$ cat config.mk
export PLATFORM = sky130hd
export DESIGN_NAME = ssc_top
export DESIGN_NICKNAME = d
export VERILOG_FILES = /design/src/verilog/ssc_pkg.sv /design/src/verilog/ssc_top.sv
export SDC_FILE = /design/constraint.sdc
export NUM_CORES = 1
export LEC_CHECK = 0
export BUFFER_PORTS_ARGS = -buffer_cell sky130_fd_sc_hd__buf_2
export CAP_MARGIN = 10
export CORE_MARGIN = 3
export CORE_UTILIZATION = 50
export CTS_BUF_LIST = sky130_fd_sc_hd__clkbuf_8
export DETAILED_ROUTE_END_ITERATION = 10
export PLACE_DENSITY = 0.67
export SLEW_MARGIN = 25
export SYNTH_ARGS = -nofsm -noshare
export SYNTH_HDL_FRONTEND = slang
export SYNTH_SLANG_ARGS = --single-unit
$ cat constraint.sdc
create_clock -name clk_sys_i -period 5.09 [get_ports clk_sys_i]
set_clock_uncertainty 0.2 [all_clocks]
set_input_delay 0.2545 -clock clk_sys_i [delete_from_list [all_inputs] [get_ports clk_sys_i]]
set_output_delay 0.2545 -clock clk_sys_i [all_outputs]
set_load 0.05 [all_outputs]
$ cat src/verilog/ssc_pkg.sv
/*
  Package of the serial sync-clock and smart card receive block: register
  indices, field positions, reset values, carrier structs and timing counts.
  Assumes a single 40 MHz system clock and an 8-bit register port.
*/
package ssc_pkg;
  // Register indices on the plain register port
  localparam logic [3:0] SSC_CTRL_IDX   = 4'h0;
  localparam logic [3:0] SSC_STAT_IDX   = 4'h1;
  localparam logic [3:0] SSC_TXD_IDX    = 4'h2;
  localparam logic [3:0] SSC_RXD_IDX    = 4'h3;
  localparam logic [3:0] SSC_BAUD_IDX   = 4'h4;
  localparam logic [3:0] SSC_ISTAT_IDX  = 4'h5;
  localparam logic [3:0] SSC_IMASK_IDX  = 4'h6;
  // Status field positions
  localparam int SSC_RECEIVE_FULL_FLAG_BIT = 0;
  localparam int SSC_PER_BIT  = 1;
  localparam int SSC_OVERRUN_ERROR_FLAG_BIT = 2;
  localparam int SSC_TDRE_BIT = 3;
  // Event field positions in the interrupt status and mask
  localparam int SSC_EV_RXFULL = 0;
  localparam int SSC_EV_PARITY = 1;
  localparam int SSC_EV_OVERRUN = 2;
  localparam int SSC_EV_TXDONE = 3;
  // Reset values
  localparam logic [7:0] SSC_CTRL_RST  = 8'h00;
  localparam logic [7:0] SSC_BAUD_RST  = 8'h03;
  localparam logic [3:0] SSC_IMASK_RST = 4'h0;
  // Character and frame counts
  localparam logic [3:0] SSC_SYNC_BITS = 4'h8;
  localparam logic [3:0] SSC_SC_BITS   = 4'h9;
  localparam logic [3:0] SSC_OVERSAMP  = 4'hF;

  typedef struct packed {
    logic [1:0] spare;
    logic       receive_irq_enable;
    logic       rx_enable;
    logic       tx_enable;
    logic       smart_mode;
    logic       clock_source_select_hi;
    logic       clock_source_select_lo;
  } ssc_ctrl_t;

  typedef struct packed {
    logic tdre;
    logic overrun_error_flag;
    logic parity_error_flag;
    logic receive_full_flag;
  } ssc_stat_t;
endpackage

$ cat src/verilog/ssc_top.sv
/*
  Serial communication unit slice: clocked synchronous transfer with an
  internal or external synchronization clock, and smart card character
  reception with parity checking, flags and interrupt requests.
  Assumes a register master that keeps the plain strobe protocol, and pins
  that are asynchronous to clk_sys_i.
*/
// The implementer's own choices: the register offsets and the plain strobed port.
`timescale 1ns/1ps
`default_nettype none

// Operation
// - Clock source chosen by the high select bit only
// - Internal clock driven out on clock pin
// - Eight clock pulses per character
// - Clock output held high when idle
// - Parity error sets flag, error interrupt
// - Parity-error frame leaves receive-full unset
// - Good character sets receive-full, data interrupt
// - Overrun or parity raises error interrupt
// - Card data reaches receive register despite error
// - Shift out on fall, sample on rise
// - Eight data bits, line holds MSB
module ssc_top
  import ssc_pkg::*;
(
  // Clock and reset
  input  wire logic       clk_sys_i,
  input  wire logic       sys_rst_i,
  // Register port
  input  wire logic [3:0] reg_addr_i,
  input  wire logic [7:0] reg_wdata_i,
  input  wire logic       reg_wr_i,
  input  wire logic       reg_rd_i,
  output logic      [7:0] reg_rdata_o,
  // Serial pins
  input  wire logic       sck_i,
  output logic            sck_o,
  output logic            sck_oe_n_o,
  input  wire logic       rxd_i,
  output logic            txd_o,
  // Interrupt requests
  output logic            receive_data_irq_o,
  output logic            receive_error_irq_o,
  output logic            irq_o
);

  ////////////////////////////////////////////////////////////////////////////
  // Pin synchronisers
  logic sck_m_q, sck_s_q, sck_p_q, rxd_m_q, rxd_s_q;
  always_ff @(posedge clk_sys_i) begin
    if (sys_rst_i) begin
      sck_m_q <= 1'b1;
      sck_s_q <= 1'b1;
      sck_p_q <= 1'b1;
      rxd_m_q <= 1'b1;
      rxd_s_q <= 1'b1;
    end else begin
      sck_m_q <= sck_i;
      sck_s_q <= sck_m_q;
      sck_p_q <= sck_s_q;
      rxd_m_q <= rxd_i;
      rxd_s_q <= rxd_m_q;
    end
  end

  ////////////////////////////////////////////////////////////////////////////
  // Register state
  ssc_ctrl_t  ctrl_q, ctrl_d;
  ssc_stat_t  stat_q, stat_d;
  logic [7:0] baud_q, baud_d, tdr_q, tdr_d, rdr_q, rdr_d, rdata_q, rdata_d;
  logic [3:0] istat_q, istat_d, imask_q, imask_d;
  logic [2:0] armed_q, armed_d;
  logic       rx_irq_q, rx_irq_d, er_irq_q, er_irq_d, irq_q, irq_d;
  // Events from the engines
  logic       sync_start, sync_done, sc_done, par_err;
  logic [7:0] sync_rx_data, sc_data;
  logic       int_clk;

  assign int_clk = ~ctrl_q.clock_source_select_hi;

  always_comb begin
    logic rx_done;
    logic [7:0] rx_byte;
    logic [3:0] ev;
    rx_done = sync_done & ctrl_q.rx_enable;
    rx_byte = sc_done ? sc_data : sync_rx_data;
    ev      = 4'h0;
    ctrl_d  = ctrl_q;
    stat_d  = stat_q;
    baud_d  = baud_q;
    tdr_d   = tdr_q;
    rdr_d   = rdr_q;
    istat_d = istat_q;
    imask_d = imask_q;
    armed_d = armed_q;
    rdata_d = 8'h00;
    if (reg_rd_i) begin
      unique case (reg_addr_i)
        SSC_CTRL_IDX:  rdata_d = ctrl_q;
        SSC_STAT_IDX:  rdata_d = {4'h0, stat_q};
        SSC_TXD_IDX:   rdata_d = tdr_q;
        SSC_RXD_IDX:   rdata_d = rdr_q;
        SSC_BAUD_IDX:  rdata_d = baud_q;
        SSC_ISTAT_IDX: rdata_d = {4'h0, istat_q};
        SSC_IMASK_IDX: rdata_d = {4'h0, imask_q};
        default:       rdata_d = 8'h00;
      endcase
      if (reg_addr_i == SSC_STAT_IDX) begin
        armed_d = armed_q | {stat_q.overrun_error_flag, stat_q.parity_error_flag, stat_q.receive_full_flag};
      end
    end
    if (reg_wr_i) begin
      unique case (reg_addr_i)
        SSC_CTRL_IDX:  ctrl_d = reg_wdata_i;
        SSC_TXD_IDX: begin
          tdr_d       = reg_wdata_i;
          stat_d.tdre = 1'b0;
        end
        SSC_BAUD_IDX:  baud_d = reg_wdata_i;
        SSC_ISTAT_IDX: istat_d = istat_q & ~reg_wdata_i[3:0];
        SSC_IMASK_IDX: imask_d = reg_wdata_i[3:0];
        SSC_STAT_IDX: begin
          // zero after read clears, one keeps
          for (int i = 0; i < 3; i++) begin
            if (armed_q[i] && !reg_wdata_i[i]) begin
              stat_d[i]  = 1'b0;
              armed_d[i] = 1'b0;
            end
          end
        end
        default: ;
      endcase
    end
    if (sync_start && ctrl_q.tx_enable) begin
      stat_d.tdre = 1'b1;
    end
    // Hardware sets below win over a clear in the same cycle
    if (sc_done) begin
      // data kept even on parity error
      rdr_d = rx_byte;
      if (par_err) begin
        stat_d.parity_error_flag = 1'b1;
        ev[SSC_EV_PARITY] = 1'b1;
      end else if (stat_q.receive_full_flag) begin
        stat_d.overrun_error_flag = 1'b1;
        ev[SSC_EV_OVERRUN] = 1'b1;
      end else begin
        stat_d.receive_full_flag = 1'b1;
        ev[SSC_EV_RXFULL] = 1'b1;
      end
    end else if (rx_done) begin
      if (stat_q.receive_full_flag) begin
        stat_d.overrun_error_flag = 1'b1;
        ev[SSC_EV_OVERRUN] = 1'b1;
      end else begin
        rdr_d = rx_byte;
        stat_d.receive_full_flag = 1'b1;
        ev[SSC_EV_RXFULL] = 1'b1;
      end
    end
    ev[SSC_EV_TXDONE] = sync_done & ctrl_q.tx_enable;
    istat_d  = istat_d | ev;
    rx_irq_d = stat_q.receive_full_flag & ctrl_q.receive_irq_enable;
    // either error flag requests the error interrupt
    er_irq_d = (stat_q.parity_error_flag | stat_q.overrun_error_flag) & ctrl_q.receive_irq_enable;
    irq_d    = |(istat_q & imask_q);
  end

  always_ff @(posedge clk_sys_i) begin
    if (sys_rst_i) begin
      ctrl_q   <= SSC_CTRL_RST;
      stat_q   <= 4'h8;
      baud_q   <= SSC_BAUD_RST;
      tdr_q    <= 8'h00;
      rdr_q    <= 8'h00;
      istat_q  <= 4'h0;
      imask_q  <= SSC_IMASK_RST;
      armed_q  <= 3'h0;
      rdata_q  <= 8'h00;
      rx_irq_q <= 1'b0;
      er_irq_q <= 1'b0;
      irq_q    <= 1'b0;
    end else begin
      ctrl_q   <= ctrl_d;
      stat_q   <= stat_d;
      baud_q   <= baud_d;
      tdr_q    <= tdr_d;
      rdr_q    <= rdr_d;
      istat_q  <= istat_d;
      imask_q  <= imask_d;
      armed_q  <= armed_d;
      rdata_q  <= rdata_d;
      rx_irq_q <= rx_irq_d;
      er_irq_q <= er_irq_d;
      irq_q    <= irq_d;
    end
  end

  ////////////////////////////////////////////////////////////////////////////
  // Clocked synchronous engine
  typedef enum logic {SY_IDLE, SY_SHIFT} ssc_sy_state_t;
  ssc_sy_state_t sy_q, sy_d;
  logic [7:0] div_q, div_d, txsh_q, txsh_d, rxsh_q, rxsh_d;
  logic [3:0] nbit_q, nbit_d;
  logic       sck_q, sck_d, txd_q, txd_d, oen_q, oen_d;
  logic       fall_e, rise_e;

  // Sync mode only; receive-only runs while the data register is free
  assign sync_start = (sy_q == SY_IDLE) && !ctrl_q.smart_mode
                      && ((ctrl_q.tx_enable && !stat_q.tdre)
                          || (ctrl_q.rx_enable && !ctrl_q.tx_enable && !stat_q.receive_full_flag));
  assign fall_e = int_clk ? (sck_q && div_q == 8'h00 && sy_q == SY_SHIFT) : (sck_p_q && !sck_s_q);
  assign rise_e = int_clk ? (!sck_q && div_q == 8'h00 && sy_q == SY_SHIFT) : (!sck_p_q && sck_s_q);
  assign sync_done    = (sy_q == SY_SHIFT) && rise_e && nbit_q == SSC_SYNC_BITS - 4'h1;
  assign sync_rx_data = {rxd_s_q, rxsh_q[7:1]};

  always_comb begin
    sy_d   = sy_q;
    div_d  = div_q;
    txsh_d = txsh_q;
    rxsh_d = rxsh_q;
    nbit_d = nbit_q;
    sck_d  = sck_q;
    txd_d  = txd_q;
    // drive the pin only on the internal clock
    oen_d  = ~int_clk;
    unique case (sy_q)
      SY_IDLE: begin
        sck_d = 1'b1;
        div_d = baud_q;
        if (sync_start) begin
          sy_d   = SY_SHIFT;
          txsh_d = tdr_q;
          nbit_d = 4'h0;
        end
      end
      SY_SHIFT: begin
        if (int_clk) begin
          div_d = (div_q == 8'h00) ? baud_q : div_q - 8'h01;
          if (div_q == 8'h00) begin
            sck_d = ~sck_q;
          end
        end
        // drive on fall, LSB first, MSB holds
        if (fall_e) begin
          txd_d  = txsh_q[0];
          txsh_d = {1'b0, txsh_q[7:1]};
        end
        // sample on rise, eight per character
        if (rise_e) begin
          rxsh_d = {rxd_s_q, rxsh_q[7:1]};
          nbit_d = nbit_q + 4'h1;
          if (sync_done) begin
            sy_d = SY_IDLE;
          end
        end
      end
    endcase
  end

  always_ff @(posedge clk_sys_i) begin
    if (sys_rst_i) begin
      sy_q   <= SY_IDLE;
      div_q  <= 8'h00;
      txsh_q <= 8'h00;
      rxsh_q <= 8'h00;
      nbit_q <= 4'h0;
      sck_q  <= 1'b1;
      txd_q  <= 1'b1;
      oen_q  <= 1'b1;
    end else begin
      sy_q   <= sy_d;
      div_q  <= div_d;
      txsh_q <= txsh_d;
      rxsh_q <= rxsh_d;
      nbit_q <= nbit_d;
      sck_q  <= sck_d;
      txd_q  <= txd_d;
      oen_q  <= oen_d;
    end
  end

  ////////////////////////////////////////////////////////////////////////////
  // Smart card receiver: start, 8 data LSB first, even parity
  typedef enum logic [1:0] {SC_IDLE, SC_START, SC_BITS} ssc_sc_state_t;
  ssc_sc_state_t sc_q, sc_d;
  logic [11:0] etu_q, etu_d;
  logic [8:0]  scsh_q, scsh_d;
  logic [3:0]  scn_q, scn_d;
  logic [11:0] bit_len;

  // Bit time is sixteen ticks of the baud divider
  assign bit_len = {baud_q, SSC_OVERSAMP};
  assign sc_done = (sc_q == SC_BITS) && etu_q == 12'h000 && scn_q == SSC_SC_BITS - 4'h1;
  assign sc_data = scsh_q[8:1];
  assign par_err = ^{rxd_s_q, scsh_q[8:1]};

  always_comb begin
    sc_d   = sc_q;
    etu_d  = (etu_q == 12'h000) ? bit_len : etu_q - 12'h001;
    scsh_d = scsh_q;
    scn_d  = scn_q;
    unique case (sc_q)
      SC_IDLE: begin
        etu_d = {1'b0, bit_len[11:1]};
        if (ctrl_q.smart_mode && ctrl_q.rx_enable && !rxd_s_q) begin
          sc_d = SC_START;
        end
      end
      SC_START: begin
        if (etu_q == 12'h000) begin
          sc_d  = rxd_s_q ? SC_IDLE : SC_BITS;
          scn_d = 4'h0;
        end
      end
      SC_BITS: begin
        if (etu_q == 12'h000) begin
          scsh_d = {rxd_s_q, scsh_q[8:1]};
          scn_d  = scn_q + 4'h1;
          if (sc_done) begin
            sc_d = SC_IDLE;
          end
        end
      end
      default: sc_d = SC_IDLE;
    endcase
  end

  always_ff @(posedge clk_sys_i) begin
    if (sys_rst_i) begin
      sc_q   <= SC_IDLE;
      etu_q  <= 12'h000;
      scsh_q <= 9'h000;
      scn_q  <= 4'h0;
    end else begin
      sc_q   <= sc_d;
      etu_q  <= etu_d;
      scsh_q <= scsh_d;
      scn_q  <= scn_d;
    end
  end

  assign reg_rdata_o         = rdata_q;
  assign sck_o               = sck_q;
  assign sck_oe_n_o          = oen_q;
  assign txd_o               = txd_q;
  assign receive_data_irq_o  = rx_irq_q;
  assign receive_error_irq_o = er_irq_q;
  assign irq_o               = irq_q;

  ////////////////////////////////////////////////////////////////////////////
  // Checks
  logic [3:0] pulses_q;
  always_ff @(posedge clk_sys_i) begin
    if (sys_rst_i || sync_start) begin
      pulses_q <= 4'h0;
    end else if (int_clk && fall_e) begin
      pulses_q <= pulses_q + 4'h1;
    end
  end
endmodule

`default_nettype wire

; After elaboration in Yosys (flattened, before gate mapping)
; Index checks and enable logic that the tools add are counted.
; Widths: inputs -> output; s select.
[op_classes]
eq_ne = 20
n_mux = 68
n_bitwise = 13
reduce_logical = 57
n_addsub = 4
[op_table]
columns = operator, n
row1 = $mux 8, 8
row2 = $pmux 8 s7, 1
row3 = $mux 1, 33
row4 = $pmux 8 s2, 2
row5 = $mux 4, 6
row6 = $reduce_and 2->1, 11
row7 = $logic_and 1x1->1, 21
row8 = $mux 3, 6
row9 = $eq 4x3->1 const B, 4
row10 = $pmux 4 s2, 2
row11 = $logic_not 12->1, 1
row12 = $mux 12, 1
row13 = $sub 12x1->12 const B, 1
row14 = $logic_not 1->1, 11
row15 = $mux 11, 1
row16 = $mux 2, 5
row17 = $ne 2x1->1 const B, 5
row18 = $ne 2x2->1 const B, 5
row19 = $reduce_xor 9->1, 1
row20 = $add 4x1->4 const B, 2
row21 = $and 4x4->4, 2
row22 = $eq 4x2->1 const B, 2
row23 = $logic_not 8->1, 1
row24 = $sub 8x1->8 const B, 1
row25 = 20 further kinds, 29
[totals]
reg_bits = 122
in_bits = 18
out_inout_bits = 14

; Longest topological paths before layout
[logic_depth]
depth_word = 10
depth_mapped = 8
depth_no_buf = 7

; Least setup slack after synthesis
; OpenSTA, ideal clock, no wires.
[synth_path]
kind = register to register
start = reg div_q[0]
end = reg rdr_q[7]
arrival_ns = 2.182
setup_time_ns = 0.086
path_buffers = 1
synth_period_minus_slack_ns = 2.467
setup_slack_ns = 2.623
stages_incl_launch_ff = 9
t_required_ns = 4.804
path_cell_list = dfxtp_1 > inv_1 > ha_1 > or4b_4 > o41a_1 > nand3b_1 > buf_2 > mux2i_1 > a211oi_1
[synth_between]
elab_chain_cells = 9
[synth_rtl]
columns = item, line_no
row1 = "start, declared", ssc_top.sv:204  ; logic [7:0] div_q, div_d, txsh_q, txsh_d, rxsh_q, rxsh_d;
row2 = "start signal, assigned", ssc_top.sv:274  ; div_q <= div_d;
row3 = $logic_not 8->1, ssc_top.sv:214  ; assign rise_e = int_clk ? (!sck_q && div_q == 8'h00 && sy_q == SY_SHIFT) : (!sck_p_q && sck_s_q);
row4 = $logic_and 1x1->1 (2 in a row), ssc_top.sv:214
row5 = $mux 1, ssc_top.sv:214
row6 = $logic_and 1x1->1 (2 in a row), ssc_top.sv:215  ; assign sync_done = (sy_q == SY_SHIFT) && rise_e && nbit_q == SSC_SYNC_BITS - 4'h1;
row7 = $and 1x1->1, ssc_top.sv:86  ; rx_done = sync_done & ctrl_q.rx_enable;
row8 = $reduce_bool 2->1 (no line), --
row9 = $reduce_and 2->1 (no line), --
row10 = "end signal, assigned", ssc_top.sv:189  ; rdr_q <= rdr_d;
row11 = "end, declared", ssc_top.sv:71  ; logic [7:0] baud_q, baud_d, tdr_q, tdr_d, rdr_q, rdr_d, rdata_q, rdata_d;
; Every way passes these cells.
; A chain may end at the register's enable or synchronous reset.

; Worst setup path in the final report
[layout_path]
start = reg div_q[0]
end = reg rdr_q[4]
; Same word-level chain as after synthesis.

==> run summary <==
LEAKAGE: 0.00244 µW
Final worst-path cycle share: 62.1%
WHS Endpoint: reg_rdata_o[0]
Clk Tree Root Cell: clkbuf_8
Number of synthesized register bits: 120
H-Tree Level Count: 4
Register area: 2400 µm²
Synth-to-layout area growth: 13.5%
Crit Path Max Fanout: 15
EDFF count, synth: 0
Inserted Diodes: 0
Input/output buffers: 31
TritonCTS Buffers: 17
Worst min path class: input port to flop
Worst Setup Path Type: flop to flop
Critical Path RT: 5.23 ns
Hold Fails Final Rpt: 0
Fin util: 58.4%
Setup_tns: 0 ns
Maxcap violations: 0
WL/cell: 16.9 µm
Final #Nets: 712
Boundary pin count: 32
Worst R2R End: rdr_q[4]
Overall Power: 2020 µW
Critical path buffer and inverter count: 1
R2r worst-path depth: 7
Sequential area share after synthesis: 42.7%
Predominant post-synthesis flop cell: dfxtp_1
Fill count: 984
Rel. slew slack: 46.0%
Global-route wire length before repair: 23300 µm
Layout cells sized above 1: 13.0%
R2r setup slk: 1.93 ns
Total routing usage reported by global routing: 22.8%
Synthesized Nets: 692
Slew Limit Fails: 0
Syn_area_per_cell: 8.42 µm²
Num Clock Sinks: 120
Worst-Skew Late Latency: 0.43 ns
Detailed placement HPWL: 9480 µm
DR iter-0 viols: 477
WL final: 14200 µm
Initial antenna violation count: 0
Crit path time final: 3.16 ns
# Post-CTS Setup Buffers: 0
Asr flop ratio synth: 0%
Slew @ Worst Pin: 0.807 ns
WP data arrival: 3.30 ns
Pin count of the biggest net entering global routing: 66
Final setup viols: 0
Area of the multi-input gates: 3000 µm²
Cells after Synth: 668
Vias in the first global route: 4663
Number of synthesis warnings: 0
Die Wd: 112 µm
Slowest-stage cell, CP: o41a_1
Remaining DRCs: 0
PwrDens: 317 nW/µm²
Placer Congestion: 0.820
Hold path depth: 3
Max Freq: 0.317 GHz
DRT Pass-1 Iters: 5
HP Start: reg_addr_i[1]
Stages on worst setup path: 7
Area of the core: 10900 µm²
Number of vias per cell: 5.88
Initial Util: 51.4%
Peak supply drop: 0.000253 V
Total gr overflow: 0
Final ANT Viol Nets: 0
CTS tree: built
Total Die Area: 12600 µm²
Cell family contributing the most delay on the critical path: simple AND/OR/NAND/NOR gates
Critical Path Sink Type: flop
Die H: 112 µm
Max clock buf depth: 2
Netlist cell types: 60
FP Rows: 38
RSZ-0062 raised after global routing: false
Worst-path cell chain: inv_1, ha_1, or4b_4, o41a_1, nand3b_1, mux2i_1, a211oi_1
Run status: finished, final reports clean
Worst setup SP type: flop
Worst R2R Start: div_q[0]
Post-Syn Area: 5630 µm²
Crit-path max cell delay: 0.68 ns
Clk slew on worst S/H paths: 0.08 ns
DR vias: 4941
-- kinds of logic after synthesis --
family / count (synthesis) / synth area share, %
adder cells (fa/ha/maj): 6 / 1.33
XOR/XNOR: 18 / 3.05
buffers and inverters: 63 / 4.25
AO/OA/AOI/OAI: 169 / 19.9
AND/OR/NAND/NOR: 257 / 22.4
flip-flops: 120 / 42.7
multiplexers: 35 / 6.32
-- how the worst max path moves through the flow --
| stage | slack, ns | endpoint | from |
|---|---|---|---|
| floorplan | 2.62 | rdr_q[7] | div_q[0] |
| global placement | 2.09 | rdr_q[4] | div_q[0] |
| detailed placement | 2.00 | rdr_q[4] | div_q[0] |
| CTS | 1.95 | rdr_q[4] | div_q[0] |
| global route | 1.76 | rdr_q[4] | div_q[0] |
| finish | 1.93 | rdr_q[4] | div_q[0] |
-- report_power, final --
group | internal [µW] | switching [µW]
combinational | 41.6 | 70.3
sequential | 951 | 14.0
clock | 555 | 389
total | 1550 | 473
-- per-stage QoR --
step	instances	instance area (µm²)	hold slack, ns	setup WS, ns
after CTS	841	6380	0.0438	1.95
after global routing	841	6380	0.0735	1.76
final	841	6380	0.0610	1.93
after global placement	799	5840	0.200	2.09
after floorplan	668	5630	0.158	2.62
after detailed placement	799	5840	0.200	2.00
-- layout make-up --
type	count	area share [%]
Inverter	18	1.06
Multi-Input combinational cell	485	47.1
Timing Repair Buffer	46	4.63
Tap cell	140	2.74
Sequential cell	120	37.6
Clock inverter	13	2.78
Clock buffer	19	4.10
-- layout by cell type (no fill, tap or decap), types with 4 or more instances in the layout --
| cell type | Yosys | layout |
|---|---|---|
| a211o_1 | 4 | 4 |
| a211oi_1 | 17 | 17 |
| a21oi_1 | 56 | 56 |
| a221oi_1 | 8 | 8 |
| a22oi_1 | 14 | 14 |
| a311oi_1 | 8 | 8 |
| a31oi_1 | 9 | 9 |
| and2_1 | 4 | 4 |
| buf_2 | 2 | 30 |
| buf_4 | 0 | 6 |
| bufinv_16 | 0 | 4 |
| clkbuf_8 | 0 | 19 |
| clkinvlp_4 | 0 | 4 |
| dfxtp_1 | 120 | 120 |
| dlygate4sd3_1 | 0 | 10 |
| ha_1 | 6 | 6 |
| inv_1 | 18 | 19 |
| mux2_2 | 4 | 4 |
| mux2i_1 | 31 | 31 |
| nand2_1 | 64 | 64 |
| nand2b_1 | 10 | 10 |
| nand3_1 | 39 | 39 |
| nor2_1 | 65 | 65 |
| nor2b_1 | 19 | 19 |
| nor3_1 | 12 | 12 |
| nor3b_1 | 4 | 4 |
| nor4_1 | 10 | 8 |
| o211ai_1 | 4 | 4 |
| o21ai_0 | 20 | 20 |
| o31ai_1 | 4 | 4 |
| or2_2 | 9 | 9 |
| or3_1 | 5 | 5 |
| xnor2_1 | 11 | 11 |
| xor2_1 | 6 | 6 |
-- sequential cells by signal, indices dropped and copies added (netlist names), 3 cells and up --
signal and flops:
istat_q 4, ctrl_q 7, baud_q 8, armed_q 3, etu_q 12, rxsh_q 7, imask_q 4, div_q 8
stat_q 4, txsh_q 8, reg_rdata_o 8, nbit_q 4, rdr_q 8, scsh_q 8, scn_q 4, tdr_q 8
-- layer usage --
layer	wire length [µm]	global-route usage [%]
met5	0	0
met4	184	6.65
met3	903	6.58
met2	6480	34.9
met1	6650	31.7
-- worst reg2reg max path, stage by stage, from the launching register on --
cell and delay, ns:
dfxtp_1 0.34, inv_1 0.11, ha_1 0.19, or4b_4 0.51
o41a_1 0.68, nand3b_1 0.56, mux2i_1 0.24, a211oi_1 0.23
-- synth_stat cells (all sizes together) (11+ instances only) --
| master | number | area share [%] |
|---|---|---|
| a211oi | 17 | 2.3 |
| a21oi | 56 | 5.0 |
| a22oi | 14 | 1.9 |
| clkbuf | 40 | 2.7 |
| dfxtp | 120 | 43 |
| inv | 18 | 1.2 |
| mux2i | 31 | 5.5 |
| nand2 | 64 | 4.3 |
| nand3 | 39 | 3.5 |
| nor2 | 65 | 4.3 |
| nor2b | 19 | 2.1 |
| nor3 | 12 | 1.1 |
| o21ai | 23 | 2.0 |
| xnor2 | 11 | 1.7 |
-- timing repair --
action | CTS | global route
hold buffers | 10 | 0
hold endpoints to repair | 25 | 0
resized for setup | 0 | 0
(Power assumes the default switching activity.)
